==> config.mk <==
export PLATFORM = sky130hd
export DESIGN_NAME = sotc_top
export DESIGN_NICKNAME = d
export VERILOG_FILES = /design/src/sotc_pkg.sv /design/src/sotc_tick.sv /design/src/sotc_logic.sv /design/src/sotc_top.sv
export SDC_FILE = /design/constraint.sdc
export NUM_CORES = 1
export LEC_CHECK = 0
export BUFFER_PORTS_ARGS = -buffer_cell sky130_fd_sc_hd__buf_2
export CORE_UTILIZATION = 45
export DETAILED_ROUTE_END_ITERATION = 12
export SYNTH_ARGS = -nofsm -noshare
export SYNTH_HDL_FRONTEND = slang
export SYNTH_SLANG_ARGS = --single-unit
==> constraint.sdc <==
create_clock -name SYS_CLK_IN -period 6.02 [get_ports SYS_CLK_IN]
set_input_delay 0 -clock SYS_CLK_IN [delete_from_list [all_inputs] [get_ports SYS_CLK_IN]]
set_output_delay 0 -clock SYS_CLK_IN [all_outputs]
set_load 0.02 [all_outputs]
==> src/sotc_pkg.sv <==
/*
 Package for the switch output time chain: register map, field positions,
 reset values, mode encodings and timebase constants.
 Assumes a 25 MHz system clock and a 32-bit APB register bus.
*/
package sotc_pkg;
   localparam int unsigned SYS_CLK_HZ   = 25_000_000;
   localparam int unsigned TICK_US      = 1000;
   localparam int unsigned TICK_CYCLES  = (SYS_CLK_HZ / 1_000_000) * TICK_US;
   localparam int          TW           = 16;
   localparam int          AW           = 8;

   // Register byte offsets
   localparam logic [AW-1:0] CTRL_OFS       = 8'h00;
   localparam logic [AW-1:0] CMD_OFS        = 8'h04;
   localparam logic [AW-1:0] STAIR_OFS      = 8'h08;
   localparam logic [AW-1:0] STAIR_MAX_OFS  = 8'h0c;
   localparam logic [AW-1:0] ON_DLY_OFS     = 8'h10;
   localparam logic [AW-1:0] OFF_DLY_OFS    = 8'h14;
   localparam logic [AW-1:0] FLASH_ON_OFS   = 8'h18;
   localparam logic [AW-1:0] FLASH_OFF_OFS  = 8'h1c;
   localparam logic [AW-1:0] PULSE_LIM_OFS  = 8'h20;
   localparam logic [AW-1:0] STATUS_OFS     = 8'h24;

   // CTRL fields
   localparam int CTRL_MODE_LSB   = 0;
   localparam int CTRL_TIME_DIS   = 2;
   localparam int CTRL_RETRIG_OFF = 3;
   localparam int CTRL_PUMP_EN    = 4;
   localparam int CTRL_L1_EN      = 5;
   localparam int CTRL_L1_FN_LSB  = 6;
   localparam int CTRL_L2_EN      = 8;
   localparam int CTRL_L2_FN_LSB  = 9;
   localparam int CTRL_FORCE_EN   = 11;
   localparam int CTRL_FORCE_VAL  = 12;
   localparam int CTRL_W          = 13;
   localparam logic [CTRL_W-1:0] CTRL_RST = 13'h0004;

   // CMD write fields: one command per write, taken in arrival order
   localparam int CMD_SWITCH   = 0;
   localparam int CMD_L1       = 1;
   localparam int CMD_L2       = 2;
   localparam int CMD_TIME_DIS = 3;
   localparam int CMD_SEL_LSB  = 8;

   localparam logic [TW-1:0] STAIR_RST     = 16'h0bb8;
   localparam logic [TW-1:0] STAIR_MAX_RST = 16'h2ee0;
   localparam logic [TW-1:0] DLY_RST       = 16'h03e8;
   localparam logic [TW-1:0] FLASH_RST     = 16'h01f4;
   localparam logic [TW-1:0] PULSE_LIM_RST = 16'h0000;

   typedef enum logic [1:0] {
      MODE_STAIR = 2'h0,
      MODE_DELAY = 2'h1,
      MODE_FLASH = 2'h2,
      MODE_NONE  = 2'h3
   } sotc_mode_t;

   typedef enum logic [1:0] {
      LOGIC_AND  = 2'h0,
      LOGIC_OR   = 2'h1,
      LOGIC_XOR  = 2'h2,
      LOGIC_GATE = 2'h3
   } sotc_logic_t;

   typedef enum logic [1:0] {
      SEL_SWITCH = 2'h0,
      SEL_L1     = 2'h1,
      SEL_L2     = 2'h2,
      SEL_TDIS   = 2'h3
   } sotc_cmd_sel_t;
endpackage

==> src/sotc_tick.sv <==
/*
 Millisecond timebase prescaler.
 Assumes the caller's clock enable freezes it along with the rest.
*/
`timescale 1ns/1ps
`default_nettype none
module sotc_tick #(
   parameter int unsigned DIV = sotc_pkg::TICK_CYCLES
) (
   input  wire logic clk_in,
   input  wire logic rst_in,
   input  wire logic ce_in,
   output logic      tick_out
);
   localparam int CW = $clog2(DIV);
   logic [CW-1:0] cnt_reg;
   wire           wrap = (cnt_reg == CW'(DIV - 1));

   assign tick_out = ce_in & wrap;

   always_ff @(posedge clk_in or posedge rst_in) begin
      if (rst_in) begin
         cnt_reg <= '0;
      end else if (ce_in) begin
         cnt_reg <= wrap ? '0 : cnt_reg + 1'b1;
      end
   end
endmodule
`default_nettype wire

==> src/sotc_logic.sv <==
/*
 Two-stage logical connection of the switch command.
 Assumes values arrive as levels, a just-written one straight from the bus; pure combinational.
*/
`timescale 1ns/1ps
`default_nettype none
module sotc_logic (
   input  wire logic       sw_in,
   input  wire logic       l1_en_in,
   input  wire logic [1:0] l1_fn_in,
   input  wire logic       l1_val_in,
   input  wire logic       l2_en_in,
   input  wire logic [1:0] l2_fn_in,
   input  wire logic       l2_val_in,
   output logic            res_out,
   output logic            pass_out
);
   function automatic logic comb(input logic a, input logic b, input logic [1:0] fn);
      unique case (sotc_pkg::sotc_logic_t'(fn))
         sotc_pkg::LOGIC_AND: comb = a & b;
         sotc_pkg::LOGIC_OR:  comb = a | b;
         sotc_pkg::LOGIC_XOR: comb = a ^ b;
         sotc_pkg::LOGIC_GATE: comb = a;
      endcase
   endfunction

   wire gate1 = l1_en_in && (l1_fn_in == 2'h3) && !l1_val_in;
   wire gate2 = l2_en_in && (l2_fn_in == 2'h3) && !l2_val_in;
   wire mid   = l1_en_in ? comb(sw_in, l1_val_in, l1_fn_in) : sw_in;

   // Link 1 first, then link 2
   assign res_out  = l2_en_in ? comb(mid, l2_val_in, l2_fn_in) : mid;
   // A closed gate drops the telegram rather than storing it
   assign pass_out = !gate1 && !gate2;
endmodule
`default_nettype wire

==> src/sotc_top.sv <==
/*
 Switch output time chain for one relay output: APB registers, logical
 connection, time stage (staircase, delays, flashing), forced operation
 and bus-voltage gating of the relay drive.
 Assumes BUS_OK_IN and APB come from logic on SYS_CLK_IN; BUS_OK_IN is
 treated as a pin and synchronised anyway.
*/
`timescale 1ns/1ps
`default_nettype none
module sotc_top #(
   parameter int unsigned TICK_DIV = sotc_pkg::TICK_CYCLES
) (
   input  wire logic        SYS_CLK_IN,
   input  wire logic        RST_IN,
   input  wire logic        CE_IN,
   input  wire logic        PSEL_IN,
   input  wire logic        PENABLE_IN,
   input  wire logic        PWRITE_IN,
   input  wire logic [7:0]  PADDR_IN,
   input  wire logic [31:0] PWDATA_IN,
   output logic      [31:0] PRDATA_OUT,
   output logic             PREADY_OUT,
   output logic             PSLVERR_OUT,
   input  wire logic        BUS_OK_IN,
   output logic             RELAY_OUT
);
   localparam int TW = sotc_pkg::TW;

   typedef enum logic [2:0] {
      ST_IDLE, ST_STAIR, ST_ON_DLY, ST_OFF_DLY, ST_FL_ON, ST_FL_OFF
   } sotc_state_t;

   // Registers
   logic [sotc_pkg::CTRL_W-1:0] ctrl_reg;
   logic [TW-1:0]   stair_reg, stair_max_reg, on_dly_reg, off_dly_reg;
   logic [TW-1:0]   fl_on_reg, fl_off_reg, pulse_lim_reg;
   logic            l1_val_reg, l2_val_reg, sw_val_reg;
   logic            bus_s1_reg, bus_s2_reg;
   logic            time_out_reg, relay_reg;
   logic [TW-1:0]   cnt_reg, cnt_next;
   logic [TW-1:0]   pulses_reg, pulses_next;
   logic            time_out_next;
   sotc_state_t     state_reg, state_next;
   logic [31:0]     rdata_reg;

   // Bus decode
   wire        acc      = PSEL_IN & PENABLE_IN & CE_IN;
   wire        wr       = acc & PWRITE_IN;
   // Loaded in setup so read data stands through the access phase
   wire        rd       = PSEL_IN & ~PENABLE_IN & ~PWRITE_IN & CE_IN;
   wire [7:0]  a        = PADDR_IN;
   wire        hit      = (a == sotc_pkg::CTRL_OFS) | (a == sotc_pkg::CMD_OFS)
                        | (a == sotc_pkg::STAIR_OFS) | (a == sotc_pkg::STAIR_MAX_OFS)
                        | (a == sotc_pkg::ON_DLY_OFS) | (a == sotc_pkg::OFF_DLY_OFS)
                        | (a == sotc_pkg::FLASH_ON_OFS) | (a == sotc_pkg::FLASH_OFF_OFS)
                        | (a == sotc_pkg::PULSE_LIM_OFS) | (a == sotc_pkg::STATUS_OFS);
   wire        cmd_wr   = wr & (a == sotc_pkg::CMD_OFS);
   wire [1:0]  cmd_sel  = PWDATA_IN[sotc_pkg::CMD_SEL_LSB +: 2];
   wire        cmd_bit  = PWDATA_IN[sotc_pkg::CMD_SWITCH];

   assign PREADY_OUT  = 1'b1;
   assign PSLVERR_OUT = PSEL_IN & PENABLE_IN & ~hit;
   assign PRDATA_OUT  = rdata_reg;

   // Control fields
   wire [1:0] mode      = ctrl_reg[sotc_pkg::CTRL_MODE_LSB +: 2];
   wire       time_dis  = ctrl_reg[sotc_pkg::CTRL_TIME_DIS];
   wire       no_retrig = ctrl_reg[sotc_pkg::CTRL_RETRIG_OFF];
   wire       pump_en   = ctrl_reg[sotc_pkg::CTRL_PUMP_EN];
   wire       force_en  = ctrl_reg[sotc_pkg::CTRL_FORCE_EN];
   wire       force_val = ctrl_reg[sotc_pkg::CTRL_FORCE_VAL];

   // Timebase and logic stage
   logic tick;
   logic link_res;
   logic link_pass;

   sotc_tick #(
      .DIV      (TICK_DIV)
   ) u_tick (
      .clk_in   (SYS_CLK_IN),
      .rst_in   (RST_IN),
      .ce_in    (CE_IN),
      .tick_out (tick)
   );

   // Logic stage sees the value just written so the recalc is same-cycle
   wire sw_now = (cmd_wr && cmd_sel == 2'h0) ? cmd_bit : sw_val_reg;
   wire l1_now = (cmd_wr && cmd_sel == 2'h1) ? PWDATA_IN[sotc_pkg::CMD_L1] : l1_val_reg;
   wire l2_now = (cmd_wr && cmd_sel == 2'h2) ? PWDATA_IN[sotc_pkg::CMD_L2] : l2_val_reg;

   sotc_logic u_logic (
      .sw_in     (sw_now),
      .l1_en_in  (ctrl_reg[sotc_pkg::CTRL_L1_EN]),
      .l1_fn_in  (ctrl_reg[sotc_pkg::CTRL_L1_FN_LSB +: 2]),
      .l1_val_in (l1_now),
      .l2_en_in  (ctrl_reg[sotc_pkg::CTRL_L2_EN]),
      .l2_fn_in  (ctrl_reg[sotc_pkg::CTRL_L2_FN_LSB +: 2]),
      .l2_val_in (l2_now),
      .res_out   (link_res),
      .pass_out  (link_pass)
   );

   // One APB write is one command, so arrival order is kept by the bus
   wire sw_event = cmd_wr & (cmd_sel == 2'h0) & link_pass;
   wire cmd_val  = link_res;
   wire on_cmd   = sw_event & cmd_val;
   wire off_cmd  = sw_event & ~cmd_val;

   // Pump-up sum, saturated at the maximum
   wire [TW:0]   pump_sum = {1'b0, cnt_reg} + {1'b0, stair_reg};
   wire [TW-1:0] pump_cap = (pump_sum > {1'b0, stair_max_reg}) ? stair_max_reg
                                                                : pump_sum[TW-1:0];
   wire          cnt_done = (cnt_reg <= 16'h0001);
   wire          lim_hit  = (pulse_lim_reg != 16'h0000) && (pulses_reg + 16'h0001 >= pulse_lim_reg);

   // Time stage
   always_comb begin
      state_next    = state_reg;
      cnt_next      = cnt_reg;
      pulses_next   = pulses_reg;
      time_out_next = time_out_reg;
      if (time_dis || mode == 2'h3) begin
         state_next = ST_IDLE;
         cnt_next   = '0;
         if (sw_event) begin
            time_out_next = cmd_val;
         end
      end else if (sw_event) begin
         unique case (sotc_pkg::sotc_mode_t'(mode))
            sotc_pkg::MODE_STAIR: begin
               if (on_cmd) begin
                  time_out_next = 1'b1;
                  state_next    = ST_STAIR;
                  if (state_reg != ST_STAIR) begin
                     cnt_next = stair_reg;
                  end else if (pump_en) begin
                     cnt_next = pump_cap;
                  end else if (!no_retrig) begin
                     cnt_next = stair_reg;
                  end
               end else begin
                  time_out_next = 1'b0;
                  state_next    = ST_IDLE;
                  cnt_next      = '0;
               end
            end
            sotc_pkg::MODE_DELAY: begin
               if (on_cmd) begin
                  state_next = ST_ON_DLY;
                  cnt_next   = on_dly_reg;
               end else begin
                  state_next = ST_OFF_DLY;
                  cnt_next   = off_dly_reg;
               end
            end
            sotc_pkg::MODE_FLASH: begin
               pulses_next = '0;
               if (on_cmd) begin
                  state_next    = ST_FL_ON;
                  time_out_next = 1'b1;
                  cnt_next      = fl_on_reg;
               end else begin
                  state_next    = ST_IDLE;
                  time_out_next = 1'b0;
                  cnt_next      = '0;
               end
            end
            default: begin
               state_next = ST_IDLE;
            end
         endcase
      end else if (tick && state_reg != ST_IDLE) begin
         if (!cnt_done) begin
            cnt_next = cnt_reg - 16'h0001;
         end else begin
            unique case (state_reg)
               ST_STAIR: begin
                  time_out_next = 1'b0;
                  state_next    = ST_IDLE;
                  cnt_next      = '0;
               end
               ST_ON_DLY, ST_OFF_DLY: begin
                  time_out_next = (state_reg == ST_ON_DLY);
                  state_next    = ST_IDLE;
                  cnt_next      = '0;
               end
               ST_FL_ON: begin
                  time_out_next = 1'b0;
                  cnt_next      = fl_off_reg;
                  if (lim_hit) begin
                     state_next = ST_IDLE;
                     cnt_next   = '0;
                  end else begin
                     state_next  = ST_FL_OFF;
                     pulses_next = pulses_reg + 16'h0001;
                  end
               end
               ST_FL_OFF: begin
                  time_out_next = 1'b1;
                  state_next    = ST_FL_ON;
                  cnt_next      = fl_on_reg;
               end
               default: begin
                  state_next = ST_IDLE;
               end
            endcase
         end
      end
   end

   // Forced operation, then bus voltage
   wire final_val = force_en ? force_val : time_out_reg;
   wire relay_go  = bus_s2_reg & (final_val != relay_reg);

   // Register read mux
   logic [31:0] rmux;
   always_comb begin
      rmux = 32'h0000_0000;
      unique case (a)
         sotc_pkg::CTRL_OFS:      rmux[sotc_pkg::CTRL_W-1:0] = ctrl_reg;
         sotc_pkg::CMD_OFS:       rmux[3:0] = {time_dis, l2_val_reg, l1_val_reg, sw_val_reg};
         sotc_pkg::STAIR_OFS:     rmux[TW-1:0] = stair_reg;
         sotc_pkg::STAIR_MAX_OFS: rmux[TW-1:0] = stair_max_reg;
         sotc_pkg::ON_DLY_OFS:    rmux[TW-1:0] = on_dly_reg;
         sotc_pkg::OFF_DLY_OFS:   rmux[TW-1:0] = off_dly_reg;
         sotc_pkg::FLASH_ON_OFS:  rmux[TW-1:0] = fl_on_reg;
         sotc_pkg::FLASH_OFF_OFS: rmux[TW-1:0] = fl_off_reg;
         sotc_pkg::PULSE_LIM_OFS: rmux[TW-1:0] = pulse_lim_reg;
         sotc_pkg::STATUS_OFS:    rmux = {cnt_reg, 8'h00, 1'b0, state_reg,
                                          bus_s2_reg, final_val, time_out_reg, relay_reg};
         default:                 rmux = 32'h0000_0000;
      endcase
   end

   always_ff @(posedge SYS_CLK_IN or posedge RST_IN) begin
      if (RST_IN) begin
         bus_s1_reg <= 1'b0;
         bus_s2_reg <= 1'b0;
      end else if (CE_IN) begin
         bus_s1_reg <= BUS_OK_IN;
         bus_s2_reg <= bus_s1_reg;
      end
   end

   always_ff @(posedge SYS_CLK_IN or posedge RST_IN) begin
      if (RST_IN) begin
         ctrl_reg      <= sotc_pkg::CTRL_RST;
         stair_reg     <= sotc_pkg::STAIR_RST;
         stair_max_reg <= sotc_pkg::STAIR_MAX_RST;
         on_dly_reg    <= sotc_pkg::DLY_RST;
         off_dly_reg   <= sotc_pkg::DLY_RST;
         fl_on_reg     <= sotc_pkg::FLASH_RST;
         fl_off_reg    <= sotc_pkg::FLASH_RST;
         pulse_lim_reg <= sotc_pkg::PULSE_LIM_RST;
         sw_val_reg    <= 1'b0;
         l1_val_reg    <= 1'b0;
         l2_val_reg    <= 1'b0;
         rdata_reg     <= 32'h0000_0000;
      end else if (CE_IN) begin
         if (rd) begin
            rdata_reg <= rmux;
         end
         if (wr) begin
            unique case (a)
               sotc_pkg::CTRL_OFS:      ctrl_reg <= PWDATA_IN[sotc_pkg::CTRL_W-1:0];
               sotc_pkg::STAIR_OFS:     stair_reg <= PWDATA_IN[TW-1:0];
               sotc_pkg::STAIR_MAX_OFS: stair_max_reg <= PWDATA_IN[TW-1:0];
               sotc_pkg::ON_DLY_OFS:    on_dly_reg <= PWDATA_IN[TW-1:0];
               sotc_pkg::OFF_DLY_OFS:   off_dly_reg <= PWDATA_IN[TW-1:0];
               sotc_pkg::FLASH_ON_OFS:  fl_on_reg <= PWDATA_IN[TW-1:0];
               sotc_pkg::FLASH_OFF_OFS: fl_off_reg <= PWDATA_IN[TW-1:0];
               sotc_pkg::PULSE_LIM_OFS: pulse_lim_reg <= PWDATA_IN[TW-1:0];
               sotc_pkg::CMD_OFS: begin
                  unique case (sotc_pkg::sotc_cmd_sel_t'(cmd_sel))
                     sotc_pkg::SEL_SWITCH: begin
                        // Blocked telegram is not stored
                        if (link_pass) begin
                           sw_val_reg <= cmd_bit;
                        end
                     end
                     sotc_pkg::SEL_L1: l1_val_reg <= PWDATA_IN[sotc_pkg::CMD_L1];
                     sotc_pkg::SEL_L2: l2_val_reg <= PWDATA_IN[sotc_pkg::CMD_L2];
                     sotc_pkg::SEL_TDIS: begin
                        ctrl_reg[sotc_pkg::CTRL_TIME_DIS] <= PWDATA_IN[sotc_pkg::CMD_TIME_DIS];
                     end
                  endcase
               end
               default: begin
               end
            endcase
         end
      end
   end

   always_ff @(posedge SYS_CLK_IN or posedge RST_IN) begin
      if (RST_IN) begin
         state_reg    <= ST_IDLE;
         cnt_reg      <= '0;
         pulses_reg   <= '0;
         time_out_reg <= 1'b0;
         relay_reg    <= 1'b0;
      end else if (CE_IN) begin
         state_reg    <= state_next;
         cnt_reg      <= cnt_next;
         pulses_reg   <= pulses_next;
         time_out_reg <= time_out_next;
         if (relay_go) begin
            relay_reg <= final_val;
         end
      end
   end

   assign RELAY_OUT = relay_reg;
endmodule
`default_nettype wire

==> results.cfg <==
[timing]
worst_slew_pin_slew_ns = 1.08
relSlewSlack = 0.275
clock-skew-final_ns = 0.0138
finalSetupTns_ns = 0
rsz0062_at_grt = false
final-hold-violation-count = 0
setup_viol = 0
final-max-slew-violation-count = 0
fmax_mhz = 196
finalCritPeriodShare = 0.845
finalCriticalPeriod_ns = 5.09
setup_slack_ns = 0.931

[setup_path]
endpoint_kind = flip-flop
path_cells = ha_1 > a211o_1 > or2_2 > o221ai_1 > a211oi_1 > o41ai_1 > xnor2_1 > ha_1 > a2111oi_0 > o21ai_0 > o21ai_0 > nand2_1 > o21ai_0 > nand3_1 > buf_4 > mux2_2 > a31oi_1 > o31ai_1
worst_path_max_delay_cell = o41ai_1
crit_top_cell = o21ai_0
max_stage_delay_ns = 0.49
rrSetupSlack_ns = 0.93
worstPathMaxFanout = 19
reg2reg_from = stair_reg[6]
r2r_cells = 18
cp.required_ns = 6.45
crit_path_start_kind = flip-flop
arrival_ns = 5.52
path_class = flip-flop to flip-flop
reg2reg_to = cnt_reg[8]

[clocking]
cts_made_buffers = 25
clk_latency_ns = 0.54
numClockSinks = 214
ctsResizeCount = 0
clk_pin_slew_ns = 0.07
cts_max_level = 1
cts-root-buf = clkbuf_16
cts_tree = done
cts_max_path_buffers = 3

[global_routing]
globalRoute.totalOverflow = 0
grt_max_degree = 136
antenna_found_initial = 0
grt_pass1_wl_um = 63800
grt_usage = 0.285
grt_pass1_vias = 10700

[cells_and_area]
final_cell_mix = dfrtp_1 (175), mux2_2 (134), nand2_1 (130)
largest_reg_flops = 32
nNetsFinal = 1478
syn_to_final_growth_pct = 13.5
fill_cells = 2535
layout_commonest_cell = dfrtp_1
layout-drive-gt1-share = 0.237
antenna_cells = 0
final_cell_area_um2 = 14800
layoutNonFillerInstCount = 1766

[routing]
dr.pass1.iters = 5
avgRoutedWirePerCell_um = 23.3
num_vias = 11000
routed_wl_um = 41200
drc_errors = 0
vias_per_cell = 6.25
dr.first_iter.drc_count = 1090
postRouteAntennaNets = 0

[placed_design]
port_buffers = 64
place_congestion = 0.935
dpl.hpwl_um = 29600
place_area_um2 = 13800
dpl.cell_count = 1699
place_worst_setup_slack_ns = 1.00

[yosys]
yosysUniqueCellTypes = 87
synth_top_cell_by_area = dfrtp_1
synth_edf_count = 0
ys.warnings.count = 0
synth_top_area_share = 0.335
synth_seq_area_share = 0.414
synth_area_um2 = 13100
ys_ff_latch = 214
postSynthAreaPerCell_um2 = 10.0
synthFlopType = dfrtp_1
synth.top_cells.by_area = dfrtp_1 (34%), mux2_2 (12%), dfstp_2 (7.8%), ha_1 (5.8%), nand2_1 (3.7%)
syn_inst = 1300
syn_nets = 1409
async_flop_share = 1.00

[die]
die_area_um2 = 29700
die_h_um = 172
io_pins = 82
core_um2 = 28200
die_w_um = 172
floorplan.rows = 61
initial_core_util = 0.464

[power_and_ir_drop]
combPwrFrac = 0.096
p_per_area_nw_per_um2 = 233
switchingPower_w = 0.000908
p_sw_frac = 0.263
ir_drop_uv = 216
p_int_w = 0.00255
power_w = 0.00346
p_leak_nw = 6.64
pwr-share-seq = 0.449
clkPwrFrac = 0.454

[hold_path]
hold_depth = 3
min_path_type = input port to flip-flop
hold_end = RELAY_OUT
hold_start = CE_IN

[run_status]
status = completed

[flow_run]
drv_cap = 0
worst max-delay path by stage:
stage | from | to | slack (ns) | depth (start not counted)
final | stair_reg[6] | cnt_reg[8] | 0.93 | 18
after global routing | stair_reg[6] | cnt_reg[8] | 0.58 | 18
after CTS | stair_reg[6] | cnt_reg[8] | 0.97 | 18
after detailed placement | stair_reg[6] | cnt_reg[8] | 1.00 | 18
after global placement | stair_reg[6] | cnt_reg[2] | 1.12 | 18
after floorplan | RST_IN | PRDATA_OUT[0] | 0.23 | 1
critical path: cells and delay by family, from the launching register on:
family / cells / cell delay, ns
AO/OA/AOI/OAI: 10 / 2.53
AND/OR/NAND/NOR: 3 / 0.67
adder cells (fa/ha/maj): 2 / 0.59
flip-flops: 1 / 0.44
buffers and inverters: 1 / 0.33
multiplexers: 1 / 0.26
XOR/XNOR: 1 / 0.15
layer usage:
metal,up-vias,global-route usage,routed length (µm)
met1,5528,0.418,18900
met3,89,0.0355,2830
met5,-,0,0
li1,4981,-,-
met4,0,0.0885,1150
met2,448,0.437,18400
layout make-up:
type	count	area [µm²]	share of cell area
sequential	214	5400	0.365
tap	378	473	0.0319
inverter	50	195	0.0132
clock buffer	34	689	0.0465
clock inverter	12	143	0.00963
timing repair buffer	109	711	0.0480
multi-input combinational	969	7200	0.486
repair_timing:
action / in CTS / in global routing
setup buffers: 0 / 0
endpoints found under the hold margin: 244 / 0
hold buffers: 21 / 0
synthesized netlist by cell type (4+ instances only):
| library cell | number |
|---|---|
| a221oi_1 | 33 |
| a31oi_1 | 21 |
| nand3_1 | 38 |
| o21ai_0 | 53 |
| o31ai_1 | 9 |
| o21a_1 | 4 |
| a21oi_1 | 47 |
| nor2_1 | 104 |
| clkbuf_1 | 43 |
| buf_1 | 6 |
| o211ai_1 | 10 |
| nand2_1 | 130 |
| xnor2_1 | 32 |
| nor4_4 | 5 |
| a21boi_0 | 5 |
| nor3_1 | 18 |
| a211o_1 | 4 |
| a21o_1 | 10 |
| xor2_1 | 20 |
| mux2_2 | 134 |
| and3_1 | 12 |
| a22o_1 | 5 |
| buf_2 | 14 |
| nand4_1 | 14 |
| or3_1 | 7 |
| a222oi_1 | 11 |
| a32o_1 | 11 |
| ha_1 | 61 |
| a211oi_1 | 13 |
| nand2b_1 | 7 |
| inv_1 | 50 |
| dfstp_2 | 39 |
| o41ai_1 | 11 |
| dfrtp_1 | 175 |
| o22ai_1 | 6 |
| nor2b_1 | 10 |
| a22oi_1 | 9 |
| and2_1 | 5 |
| nor4_1 | 9 |
| mux2i_1 | 29 |
per-stage QoR:
| step | util | hold WS (ns) |
|---|---|---|
| 2_1_floorplan | - | 0.150 |
| 3_3_place_gp | 0.489 | 0.245 |
| 3_5_place_dp | 0.489 | 0.246 |
| 4_1_cts | 0.526 | 0.0208 |
| 5_1_grt | 0.526 | 0.0459 |
| 6_report | 0.526 | 0.0332 |
power groups by stage:
stage | Clock (W) | Sequential, W | Combinational [W]
finish | 0.00157 | 0.00155 | 0.000333
global route | 0.00164 | 0.00156 | 0.000368
CTS | 0.00159 | 0.00155 | 0.000334
detailed placement | 0 | 0.00158 | 0.000320
global placement | 0 | 0.00157 | 0.000316
floorplan | 0 | 0.00158 | 0.000194
cell families after synthesis:
| family | share of synthesized area |
|---|---|
| xor+xnor | 0.0349 |
| other cells | 0.000287 |
| fa+ha+maj | 0.0600 |
| mux | 0.138 |
| simple gates | 0.148 |
| compound gates | 0.168 |
| flops | 0.414 |
| buf+inv | 0.0367 |
Power figures use the tool's default switching activity.
